===== config.mk =====
export PLATFORM = sky130hd
export DESIGN_NAME = i2c_bus_timeout_monitor
export DESIGN_NICKNAME = d
export VERILOG_FILES = /design/src/common/i2c_tmo_pkg.sv /design/src/hdl/bus_edge_detect.sv /design/src/hdl/i2c_bus_timeout_monitor.sv /design/src/hdl/tick_limit_timer.sv
export VERILOG_INCLUDE_DIRS = /design/src /design/src/common
export SDC_FILE = /design/constraint.sdc
export NUM_CORES = 1
export LEC_CHECK = 0
export BUFFER_PORTS_ARGS = -buffer_cell sky130_fd_sc_hd__buf_2
export CORE_UTILIZATION = 25
export CTS_BUF_LIST = sky130_fd_sc_hd__clkbuf_8
export DETAILED_ROUTE_END_ITERATION = 8
export GPL_ROUTABILITY_DRIVEN = 0
export PLACE_DENSITY_LB_ADDON = 0.3
export SYNTH_ARGS = -nofsm -noshare
export SYNTH_HDL_FRONTEND = slang
export SYNTH_SLANG_ARGS = --single-unit

===== constraint.sdc =====
create_clock -name clk -period 7.6 [get_ports clk]
set_clock_uncertainty 0.2 [all_clocks]
set_input_delay 0.38 -clock clk [delete_from_list [all_inputs] [get_ports clk]]
set_output_delay 0.38 -clock clk [all_outputs]
set_load 0.02 [all_outputs]

===== src/common/i2c_tmo_map.svh =====
// offsets, field positions, reset values and event bit numbers of the monitor
// assumes byte addresses on a 20-bit apb window, 32-bit data
//
// How it works
// - time clock low from falling to rising edge; flag when over limit
// - clock-low limit is its count times the microsecond tick period
// - clock-low count of zero never raises a clock-low timeout
// - time master start to address ack; abort when over arbitration limit
// - arbitration limit counts millisecond ticks; zero disables it
// - arbitration timeout is suppressed while boot load runs
// - time start-to-ack, ack-to-ack, ack-to-stop; flag over byte limit
// - byte limit counts microsecond ticks; zero disables it
// - time start to stop; flag when over transaction limit
// - transaction limit counts millisecond ticks; zero disables it
// - byte and transaction limits reset to zero; ignored during boot
`ifndef I2C_TMO_MAP_SVH
`define I2C_TMO_MAP_SVH

`define TMO_ADDR_W 20
`define TMO_OFF_CLK_ARB 20'h1d354
`define TMO_OFF_BYTE_XACT 20'h1d358
`define TMO_OFF_STATUS 20'h1d360
`define TMO_OFF_MASK 20'h1d364

`define TMO_RST_CLK_ARB 32'h65bb0033
`define TMO_RST_BYTE_XACT 32'h00000000
`define TMO_RST_MASK 4'h0

// upper half holds the first field, lower half the second
`define TMO_HI_MSB 31
`define TMO_HI_LSB 16
`define TMO_LO_MSB 15
`define TMO_LO_LSB 0

`define TMO_EV_N 4
`define TMO_EV_CLK_LOW 0
`define TMO_EV_ARB 1
`define TMO_EV_BYTE 2
`define TMO_EV_XACT 3

`define TMO_BITS_PER_BYTE 4'h8

`endif


===== src/common/i2c_tmo_pkg.sv =====
// types of the bus timeout monitor
// assumes the map header sits beside it
`include "i2c_tmo_map.svh"
package i2c_tmo_pkg;

    typedef enum logic {
        BUS_IDLE,
        BUS_BUSY
    } bus_state_t;

    typedef enum logic {
        ARB_IDLE,
        ARB_WAIT
    } arb_state_t;

    // pulses seen on the two-wire bus, plus clock level
    typedef struct packed {
        logic scl_low;
        logic scl_fall;
        logic start;
        logic stop;
        logic ack;
    } bus_event_t;

    typedef struct packed {
        logic scl_s1;
        logic scl_s2;
        logic sda_s1;
        logic sda_s2;
        logic scl_d;
        logic sda_d;
        bus_state_t bus;
        logic [3:0] bitcnt;
        bus_event_t ev;
    } edge_state_t;

    typedef struct packed {
        logic [15:0] cnt;
        logic fired;
        logic expired;
    } timer_state_t;

    typedef struct packed {
        logic [31:0] clk_arb;
        logic [31:0] byte_xact;
        logic [`TMO_EV_N-1:0] status;
        logic [`TMO_EV_N-1:0] mask;
        logic [31:0] prdata;
        logic irq;
        logic abort;
        arb_state_t arb;
        logic xact_run;
    } mon_state_t;

endpackage


===== src/hdl/bus_edge_detect.sv =====
// samples the bus pins and finds clock edges, start, stop and ack bits
// assumes scl/sda arrive asynchronously from the pins
`timescale 1ns/10ps
`default_nettype none
`include "i2c_tmo_map.svh"
module bus_edge_detect (
    // clock and reset
    input wire logic clk,
    input wire logic rst_n,
    // bus pins
    input wire logic scl_in,
    input wire logic sda_in,
    // events
    output i2c_tmo_pkg::bus_event_t ev
);

    i2c_tmo_pkg::edge_state_t st_ff;
    i2c_tmo_pkg::edge_state_t nxt_st;

    always_comb begin
        logic rise;
        rise = 1'b0;
        nxt_st = st_ff;
        nxt_st.scl_s1 = scl_in;
        nxt_st.scl_s2 = st_ff.scl_s1;
        nxt_st.sda_s1 = sda_in;
        nxt_st.sda_s2 = st_ff.sda_s1;
        nxt_st.scl_d = st_ff.scl_s2;
        nxt_st.sda_d = st_ff.sda_s2;
        rise = st_ff.scl_s2 & ~st_ff.scl_d;
        nxt_st.ev.scl_low = ~st_ff.scl_s2;
        nxt_st.ev.scl_fall = st_ff.scl_d & ~st_ff.scl_s2;
        // data moving while clock high marks start or stop
        nxt_st.ev.start = st_ff.scl_s2 & st_ff.scl_d & st_ff.sda_d
            & ~st_ff.sda_s2;
        nxt_st.ev.stop = st_ff.scl_s2 & st_ff.scl_d & ~st_ff.sda_d
            & st_ff.sda_s2;
        nxt_st.ev.ack = 1'b0;
        if (nxt_st.ev.start) begin
            nxt_st.bus = i2c_tmo_pkg::BUS_BUSY;
            nxt_st.bitcnt = 4'h0;
        end else if (nxt_st.ev.stop) begin
            nxt_st.bus = i2c_tmo_pkg::BUS_IDLE;
            nxt_st.bitcnt = 4'h0;
        end else if (rise && st_ff.bus == i2c_tmo_pkg::BUS_BUSY) begin
            // ninth clock of each byte carries ack or nack
            if (st_ff.bitcnt == `TMO_BITS_PER_BYTE) begin
                nxt_st.ev.ack = 1'b1;
                nxt_st.bitcnt = 4'h0;
            end else begin
                nxt_st.bitcnt = st_ff.bitcnt + 4'h1;
            end
        end
    end

    always_ff @(posedge clk or negedge rst_n) begin
        if (!rst_n) begin
            st_ff <= '{scl_s1: 1'b1, scl_s2: 1'b1, sda_s1: 1'b1,
                sda_s2: 1'b1, scl_d: 1'b1, sda_d: 1'b1,
                bus: i2c_tmo_pkg::BUS_IDLE, bitcnt: 4'h0, ev: '0};
        end else begin
            st_ff <= nxt_st;
        end
    end

    assign ev = st_ff.ev;

endmodule
`default_nettype wire


===== src/hdl/i2c_bus_timeout_monitor.sv =====
// two-wire bus timeout monitor with apb registers and one interrupt
// assumes ticks, master start, address ack and boot flag from same clock
//
// Decided for this implementation: the APB register port.
`timescale 1ns/10ps
`default_nettype none
`include "i2c_tmo_map.svh"
module i2c_bus_timeout_monitor (
    // clock and reset
    input wire logic clk,
    input wire logic rstn,
    // apb slave
    input wire logic psel,
    input wire logic penable,
    input wire logic pwrite,
    input wire logic [`TMO_ADDR_W-1:0] paddr,
    input wire logic [31:0] pwdata,
    output logic [31:0] prdata,
    output logic pready,
    output logic pslverr,
    // time-period divider
    input wire logic microsecond_tick,
    input wire logic millisecond_tick,
    // master sequencer
    input wire logic master_start,
    input wire logic addr_acked,
    input wire logic boot_active,
    // bus pins
    input wire logic scl_in,
    input wire logic sda_in,
    // results
    output logic bus_abort,
    output logic irq
);

    logic rst_meta_ff;
    logic rst_n_ff;
    i2c_tmo_pkg::bus_event_t ev;
    i2c_tmo_pkg::mon_state_t st_ff;
    i2c_tmo_pkg::mon_state_t nxt_st;
    logic [`TMO_EV_N-1:0] expired;
    logic [15:0] clock_low_limit;
    logic [15:0] arbitration_limit;
    logic [15:0] byte_limit;
    logic [15:0] transaction_limit;
    logic setup_rd;
    logic access;
    logic mapped;

    function automatic logic is_mapped(input logic [`TMO_ADDR_W-1:0] a);
        is_mapped = (a == `TMO_OFF_CLK_ARB) || (a == `TMO_OFF_BYTE_XACT)
            || (a == `TMO_OFF_STATUS) || (a == `TMO_OFF_MASK);
    endfunction

    // reset release through two flops; assertion stays asynchronous
    always_ff @(posedge clk or negedge rstn) begin
        if (!rstn) begin
            rst_meta_ff <= 1'b0;
            rst_n_ff <= 1'b0;
        end else begin
            rst_meta_ff <= 1'b1;
            rst_n_ff <= rst_meta_ff;
        end
    end

    assign clock_low_limit = st_ff.clk_arb[`TMO_HI_MSB:`TMO_HI_LSB];
    assign arbitration_limit = st_ff.clk_arb[`TMO_LO_MSB:`TMO_LO_LSB];
    assign byte_limit = st_ff.byte_xact[`TMO_HI_MSB:`TMO_HI_LSB];
    assign transaction_limit = st_ff.byte_xact[`TMO_LO_MSB:`TMO_LO_LSB];

    bus_edge_detect u_edges (
        .clk(clk),
        .rst_n(rst_n_ff),
        .scl_in(scl_in),
        .sda_in(sda_in),
        .ev(ev)
    );

    // restarted by each falling clock edge, cleared while the clock is high
    tick_limit_timer u_clk_low (
        .clk(clk),
        .rst_n(rst_n_ff),
        .restart(ev.scl_fall),
        .run(ev.scl_low),
        .tick(microsecond_tick),
        .limit(clock_low_limit),
        .expired(expired[`TMO_EV_CLK_LOW])
    );

    tick_limit_timer u_arb (
        .clk(clk),
        .rst_n(rst_n_ff),
        .restart(master_start),
        .run(st_ff.arb == i2c_tmo_pkg::ARB_WAIT && !boot_active),
        .tick(millisecond_tick),
        .limit(arbitration_limit),
        .expired(expired[`TMO_EV_ARB])
    );

    // each start and each ack opens a new byte interval
    tick_limit_timer u_byte (
        .clk(clk),
        .rst_n(rst_n_ff),
        .restart(ev.start | ev.ack),
        .run(st_ff.xact_run && !boot_active),
        .tick(microsecond_tick),
        .limit(byte_limit),
        .expired(expired[`TMO_EV_BYTE])
    );

    // repeated start keeps the transaction running
    tick_limit_timer u_xact (
        .clk(clk),
        .rst_n(rst_n_ff),
        .restart(ev.start && !st_ff.xact_run),
        .run(st_ff.xact_run && !boot_active),
        .tick(millisecond_tick),
        .limit(transaction_limit),
        .expired(expired[`TMO_EV_XACT])
    );

    assign setup_rd = psel & ~penable & ~pwrite;
    assign access = psel & penable;
    assign mapped = is_mapped(paddr);

    always_comb begin
        logic [`TMO_EV_N-1:0] clr;
        clr = '0;
        nxt_st = st_ff;

        // arbitration window: master start until address ack or arbitration timeout
        unique case (st_ff.arb)
            i2c_tmo_pkg::ARB_IDLE: begin
                if (master_start) begin
                    nxt_st.arb = i2c_tmo_pkg::ARB_WAIT;
                end
            end
            i2c_tmo_pkg::ARB_WAIT: begin
                if (addr_acked || expired[`TMO_EV_ARB]) begin
                    nxt_st.arb = i2c_tmo_pkg::ARB_IDLE;
                end
            end
        endcase

        if (ev.start) begin
            nxt_st.xact_run = 1'b1;
        end else if (ev.stop) begin
            nxt_st.xact_run = 1'b0;
        end

        // read data captured in setup so the access phase sees a flop
        if (setup_rd) begin
            unique case (paddr)
                `TMO_OFF_CLK_ARB: nxt_st.prdata = st_ff.clk_arb;
                `TMO_OFF_BYTE_XACT: nxt_st.prdata = st_ff.byte_xact;
                `TMO_OFF_STATUS: begin
                    nxt_st.prdata = {28'h0000000, st_ff.status};
                end
                `TMO_OFF_MASK: nxt_st.prdata = {28'h0000000, st_ff.mask};
                default: nxt_st.prdata = 32'h00000000;
            endcase
        end

        if (access && pwrite) begin
            unique case (paddr)
                `TMO_OFF_CLK_ARB: nxt_st.clk_arb = pwdata;
                `TMO_OFF_BYTE_XACT: nxt_st.byte_xact = pwdata;
                `TMO_OFF_MASK: nxt_st.mask = pwdata[`TMO_EV_N-1:0];
                default: nxt_st.clk_arb = st_ff.clk_arb;
            endcase
        end

        // clear only what the read returned, so no event slips by unseen
        if (access && !pwrite && paddr == `TMO_OFF_STATUS) begin
            clr = st_ff.prdata[`TMO_EV_N-1:0];
        end
        // set wins over the read clear
        nxt_st.status = (st_ff.status & ~clr) | expired;
        nxt_st.abort = |expired;
        nxt_st.irq = |(nxt_st.status & nxt_st.mask);
    end

    always_ff @(posedge clk or negedge rst_n_ff) begin
        if (!rst_n_ff) begin
            st_ff <= '{clk_arb: `TMO_RST_CLK_ARB,
                byte_xact: `TMO_RST_BYTE_XACT,
                status: '0, mask: `TMO_RST_MASK, prdata: 32'h00000000,
                irq: 1'b0, abort: 1'b0, arb: i2c_tmo_pkg::ARB_IDLE,
                xact_run: 1'b0};
        end else begin
            st_ff <= nxt_st;
        end
    end

    // zero wait states; unmapped addresses answer with an error
    assign pready = 1'b1;
    assign pslverr = access & ~mapped;
    assign prdata = st_ff.prdata;
    assign bus_abort = st_ff.abort;
    assign irq = st_ff.irq;

endmodule
`default_nettype wire


===== src/hdl/tick_limit_timer.sv =====
// counts divider ticks against a limit and pulses once when it is passed
// assumes tick is a one-cycle enable on the same clock
`timescale 1ns/10ps
`default_nettype none
module tick_limit_timer (
    // clock and reset
    input wire logic clk,
    input wire logic rst_n,
    // control
    input wire logic restart,
    input wire logic run,
    input wire logic tick,
    input wire logic [15:0] limit,
    // result
    output logic expired
);

    i2c_tmo_pkg::timer_state_t st_ff;
    i2c_tmo_pkg::timer_state_t nxt_st;

    always_comb begin
        nxt_st = st_ff;
        nxt_st.expired = 1'b0;
        if (restart || !run) begin
            nxt_st.cnt = 16'h0000;
            nxt_st.fired = 1'b0;
        end else if (tick && !st_ff.fired && limit != 16'h0000) begin
            // expire on the tick after limit ticks: time exceeds limit
            if (st_ff.cnt == limit) begin
                nxt_st.expired = 1'b1;
                nxt_st.fired = 1'b1;
            end else begin
                nxt_st.cnt = st_ff.cnt + 16'h0001;
            end
        end
    end

    always_ff @(posedge clk or negedge rst_n) begin
        if (!rst_n) begin
            st_ff <= '0;
        end else begin
            st_ff <= nxt_st;
        end
    end

    assign expired = st_ff.expired;

endmodule
`default_nettype wire

=== After elaboration in Yosys (flattened, before gate mapping) ===
Index checks and enable logic that the tools add are counted.

* Reduce and logical (&&, ||, !) cells: 60
* Bitwise operators: 24
* Equal/unequal tests: 13
* Add/sub/neg operators: 5
* Mux-type cells: 38

{| class="wikitable"
|+ Operator list
! cell !! number
|-
| $pmux W32 S4 || 1
|-
| $eq A20 B17 Y1 const B || 4
|-
| $mux W18 || 4
|-
| $mux W17 || 4
|-
| $add A16 B1 Y16 const B || 4
|-
| $eq A16 B16 Y1 || 4
|-
| $mux W16 || 4
|-
| $reduce_bool A16 Y1 || 4
|-
| $mux W4 || 6
|-
| $reduce_and A2 Y1 || 10
|-
| $reduce_bool A2 Y1 || 10
|-
| $logic_and A1 B1 Y1 || 15
|-
| $mux W1 || 13
|-
| $and A1 B1 Y1 || 11
|-
| $logic_not A1 Y1 || 10
|-
| $and A4 B4 Y4 || 2
|-
| $logic_or A1 B1 Y1 || 8
|-
| $mux W2 || 4
|-
| $ne A2 B1 Y1 const B || 4
|-
| $not A1 Y1 || 8
|-
| $reduce_or A4 Y1 || 2
|-
| $mux W5 || 1
|-
| $add A4 B1 Y4 const B || 1
|-
| $eq A4 B4 Y1 const B || 1
|-
| 5 further kinds || 5
|}

* Bits in registers: 198
* Output and inout port bits: 36
* Bits of input ports: 64
* Logic and storage cells: 176

=== Depth between registers and ports, before layout ===
* Depth after elaboration: 9
* Gate-level depth with buffers: 8
* Depth with buffers taken out: 7

=== Cells and area by module ===
Synthesis repeated with hierarchy kept, for this count alone.

* Cell total of the unflattened synthesis: 969
* Area, all modules: 10526.3 µm²

{| class="wikitable"
|+ Modules (own cells, without submodules)
! module !! cells each !! sequential area each (µm²) !! area each (µm²) !! times used
|-
| i2c_bus_timeout_monitor || 389 || 2770.2 || 4984.8 || 1
|-
| tick_limit_timer at u_clk_low ... || 133 || 450.4 || 1233.7 || 2
|-
| tick_limit_timer at u_arb ... || 132 || 450.4 || 1214.9 || 2
|-
| bus_edge_detect || 50 || 407.9 || 644.4 || 1
|}

=== Worst setup path after synthesis ===
Ideal clock, no wire load.

* Path kind: input port to flip-flop
* Start: in paddr[11]
* End: reg st_ff, in the netlist arbitration_limit[10]
* Data required time: 7.273 ns
* Path buffers: 2
* Library setup time: 0.127 ns
* Setup slack: 5.349 ns
* Data arrival time: 1.924 ns
* Stages: 6
* Cells stage by stage: or4b_4 nor4_2 nor2b_1 buf_4 buf_6 mux2_1

* Longest elaborated chain between the ends: 2

{| class="wikitable"
|+ RTL lines
! item !! line !! RTL
|-
| from (decl) || i2c_bus_timeout_monitor.sv:16 || <nowiki>input wire logic [`TMO_ADDR_W-1:0] paddr,</nowiki>
|-
| $eq A20 B17 Y1 || i2c_bus_timeout_monitor.sv:165 || <nowiki>unique case (paddr)</nowiki>
|-
| $reduce_and A2 Y1 (no source line) || -- ||
|-
| to (signal assigned) || i2c_bus_timeout_monitor.sv:185 || <nowiki>st_ff <= '{clk_arb: `TMO_RST_CLK_ARB,</nowiki>
|-
| to (signal assigned) || i2c_bus_timeout_monitor.sv:191 || <nowiki>st_ff <= nxt_st;</nowiki>
|-
| to (decl) || i2c_bus_timeout_monitor.sv:39 || <nowiki>i2c_tmo_pkg::mon_state_t st_ff;</nowiki>
|}

Every way passes these cells.
A chain may end at the register's enable or synchronous reset.

=== Worst setup path after layout ===
* Start: in paddr[0]
* End: reg st_ff, in the netlist clock_low_limit[15]

The elaborated chain is that of the path after synthesis.

==> flow_summary.rst <==
.. list-table::
   :header-rows: 1

   * - Metric
     - Value
   * - Final-layout setup total negative slack
     - 0 ps
   * - RSZ-0062 raised after global routing
     - no
   * - Arrival time at the worst endpoint
     - 3130 ps
   * - Slew Limit Headroom
     - a little over a quarter
   * - Hold WC Path Type
     - primary input to flop
   * - Placed wire-length estimate
     - 18.65 mm
   * - Startpoint type of the worst setup path
     - primary input
   * - Hold path cells
     - 3
   * - Total count of max-transition violations in the final report
     - 0
   * - Number of vias after detailed routing
     - about 7300
   * - Clock Tree Buf Depth
     - 2
   * - Final-report setup violation count
     - 0
   * - Clock root cell
     - clkbuf_8
   * - Die ar.
     - 40580 um^2
   * - Largest family of logic cells by synthesized area
     - simple AND/OR/NAND/NOR gates
   * - CP startpoint
     - paddr[0]
   * - H-tree depth
     - 4
   * - Share of flip-flops with an asynchronous set or reset after synthesis
     - 100.0%
   * - Status
     - complete, no violations
   * - Total detailed-routing wirelength
     - between 20 and 30 mm
   * - XOR/XNOR Fraction of Synth Area
     - 7.309%
   * - Mean area per synthesized cell
     - 10.71 um^2
   * - Number of violations of the max-capacitance limit
     - 0
   * - Proportion of synthesized area in mux cells
     - 8.756%
   * - Worst slew pin tran
     - between 1000 and 1500 ps
   * - Fraction of the mapped netlist area in compound gates
     - a little under a tenth
   * - Buffers added on ports
     - 98
   * - Worst slack at placement
     - 4127 ps
   * - Prevailing post-synth register cell
     - dfrtp_1
   * - R2R Path Start
     - clock_low_limit[13]$_DFFE_PN1P_
   * - Post-Synth Simple-Gate Area
     - a little under a fifth
   * - Library cells used by synthesis
     - 62
   * - Area grow syn2layout
     - 15.32%
   * - Number of rows created at floorplan
     - 72
   * - All-Layer GR Usage
     - 13.37%
   * - Sequential share of the synthesized area
     - approximately half
   * - Number of hold violations in the final report
     - 0
   * - Clk sink count
     - around 200
   * - Post-detailed-route DRC marker count
     - 0
   * - Core Footprint
     - 38920 um^2
   * - Cell count of the worst reg-to-reg path
     - 6
   * - Final period demand of the worst path
     - about 3000 ps
   * - First-pass iteration count of the detailed router
     - 5
   * - Fraction of layout instances using a drive strength above 1
     - 20.62%
   * - Synthesized cell area
     - 9946 um^2
   * - Worst path required time
     - ~7800 ps
   * - Die Height
     - 201.5 um
   * - Crit path max-delay cell type
     - nor2b_4
   * - FF+latch count, synth
     - roughly 200
   * - Post CTS Setup Buffer Count
     - 0
   * - Max Fanout on Critical Path
     - 32
   * - CTS tree
     - built
   * - Adder and majority cell fraction of the synthesized area
     - 0.7548%
   * - CP bufs+invs
     - 2
   * - Worst setup path class
     - primary input to flop
   * - Cts bufs inserted
     - 17
   * - Final worst setup slack
     - 4633 ps
   * - Die boundary width
     - 201.5 um
   * - Effective utilization at floorplan
     - 25.56%
   * - Crit path capture type
     - flop
   * - Num ports
     - 100
   * - Maximum VDD drop
     - between 0.00008 and 0.00009 V
   * - Cell types with the largest area share after synthesis
     - dfrtp_1 (45%), xor2_1 (7.0%), dfstp_2 (5.3%)
   * - EDFF count, synth
     - 0
   * - Smallest hold slack
     - 65.79 ps
   * - Vias per cell
     - about 4.7
   * - Total grt overflow
     - 0
   * - Share of the synthesized area in the top cell type
     - 44.79%
   * - First-pass GRT wire length
     - 42.45 mm
   * - Cell types with the highest counts after synthesis
     - dfrtp_1 (178), nand2_1 (84), xor2_1 (79)
   * - Antenna violations before repair
     - 4
   * - Cell count after synthesis
     - 929
   * - Library cell with the largest summed area after synthesis
     - dfrtp_1
   * - Part of the cycle the worst path needs
     - 39.04%
   * - Number of violations reported at the end of detailed-routing iteration 0
     - 475
   * - P per Cell Area
     - 163.9 nW/um^2
   * - Worst path top cell family by delay
     - simple AND/OR/NAND/NOR gates
   * - Final-stage net count
     - 1090
   * - Number of gates resized after cts
     - 0
   * - Critical path depth
     - 7
   * - Post-route ant nets
     - 0
   * - Max frequency
     - 0.3370 GHz
   * - Clock-pin transition on the worst setup and hold timing paths
     - 100 ps
   * - Pin count of the biggest net entering global routing
     - 75
   * - Count leader, synth
     - dfrtp_1
   * - Worst Min Path Start
     - millisecond_tick
   * - Cells along the critical path
     - buf_2 > and4bb_2 > nand3_1 > nor4_4 > buf_4 > nor2b_4 > mux2_1
   * - Count of synthesis-stage warnings from yosys
     - 0
   * - Via count of the first global-routing pass
     - 7236
   * - Clk Latency, worst-skew pair
     - 480 ps
   * - Maximum single-stage delay on the critical path
     - about 960 ps
   * - Leakage component of the power
     - between 5 and 6 nW
   * - DR WL/cell
     - 16.67 um
[timing repair]
action,CTS,global route
hold buffers,38,0
endpoints found under the setup margin,0,0
hold endpoints to repair,73,0
[flip-flops by register name (all words and copies together) (netlist names), 4 cells and up]
name and flops:
u_edges.ev 5, u_clk_low.st_ff 17, prdata 32, st_ff 26
byte_limit 16, clock_low_limit 16, u_byte.st_ff 17, arbitration_limit 16
u_edges.nxt_st 4, u_arb.st_ff 17, u_edges.st_ff 7, u_xact.st_ff 17
[worst reg2reg max path, delay by kind of cell, from the launching register on]
kind               cells  cell delay [ps]
AOI/OAI and AO/OA      1              160
DFF                    1              610
and+or+nand+nor        5             1540
[through the flow]
step / area (um^2) / cells / total power [mW] / util, %
after floorplan: 9950 / 930 / 1.153 / -
after global placement: 10690 / 1481 / 1.196 / 27.47
after detailed placement: 10690 / 1481 / 1.200 / 27.47
after CTS: 11460 / 1551 / 1.918 / 29.46
after global routing: 11460 / 1551 / 1.973 / 29.46
final: 11470 / 1553 / 1.879 / 29.47
[power breakdown]
part	leakage, nW	switching [mW]	internal (mW)
clock network	0.205	0.395	0.292
logic	2.57	0.0654	0.0436
registers	2.67	0.0170	1.07
[worst paths after layout]
check                                             endpoint  slack (ps)
min in group asynchronous            st_ff[58]$_DFFE_PN0P_         210
setup / recovery           clock_low_limit[15]$_DFFE_PN0P_        4630
max in group asynchronous  u_clk_low.st_ff[17]$_DFFE_PN0P_        5540
hold reg to reg                         rst_n_ff$_DFF_PN0_         150
hold / removal                    u_xact.expired$_DFF_PN0_          70
setup reg to reg           u_clk_low.st_ff[12]$_DFFE_PN0P_        5010
[final cells by class]
class | instances | area, um^2
clock buffer | 20 | 275.3
tap | 518 | 648.1
fill | 4098 | 27450
antenna | 2 | 5.005
multi-input combinational | 643 | 4461
timing repair buffer | 141 | 908.4
sequential | 198 | 4984
clock inverter | 12 | 117.6
inverter | 19 | 71.32
[layout by cell type, fill, tap and decap left out, types with 6 or more instances in the layout]
master and count:
mux2_2 36, a21oi_1 27, nand4_1 17, inv_1 20, nor4_1 34, nand2b_1 12
ha_1 6, and3_1 9, buf_2 98, mux2i_1 9, dlygate4sd3_1 38, nand3_1 30
o211ai_1 10, a22oi_1 32, clkbuf_8 20, o21ai_0 46, o31ai_1 14, xor2_1 79
dfrtp_1 177, nor2b_1 6, nor2_1 41, nand2_1 83, mux2_1 32, dfstp_2 20
or3_1 15, nor3_1 12, a22o_1 8, or4_1 20
[logic make-up after synthesis]
kind of cell | after synthesis
AOI/OAI and AO/OA | 151
other | 1
and+or+nand+nor | 323
buffers and inverters | 89
adders and majority gates | 6
xor gates and xnor gates | 83
DFF | 198
muxes | 78
[per-layer routing]
layer / share of wire (%) / GRT usage [%] / up-vias
met5: 0.13 / 0 / -
met4: 1.3 / 3.382 / 4
met3: 4.9 / 2.737 / 21
met2: 46 / 20.79 / 160
met1: 48 / 18.83 / 3640
li1: - / - / 3512
(Power assumes the default switching activity.)
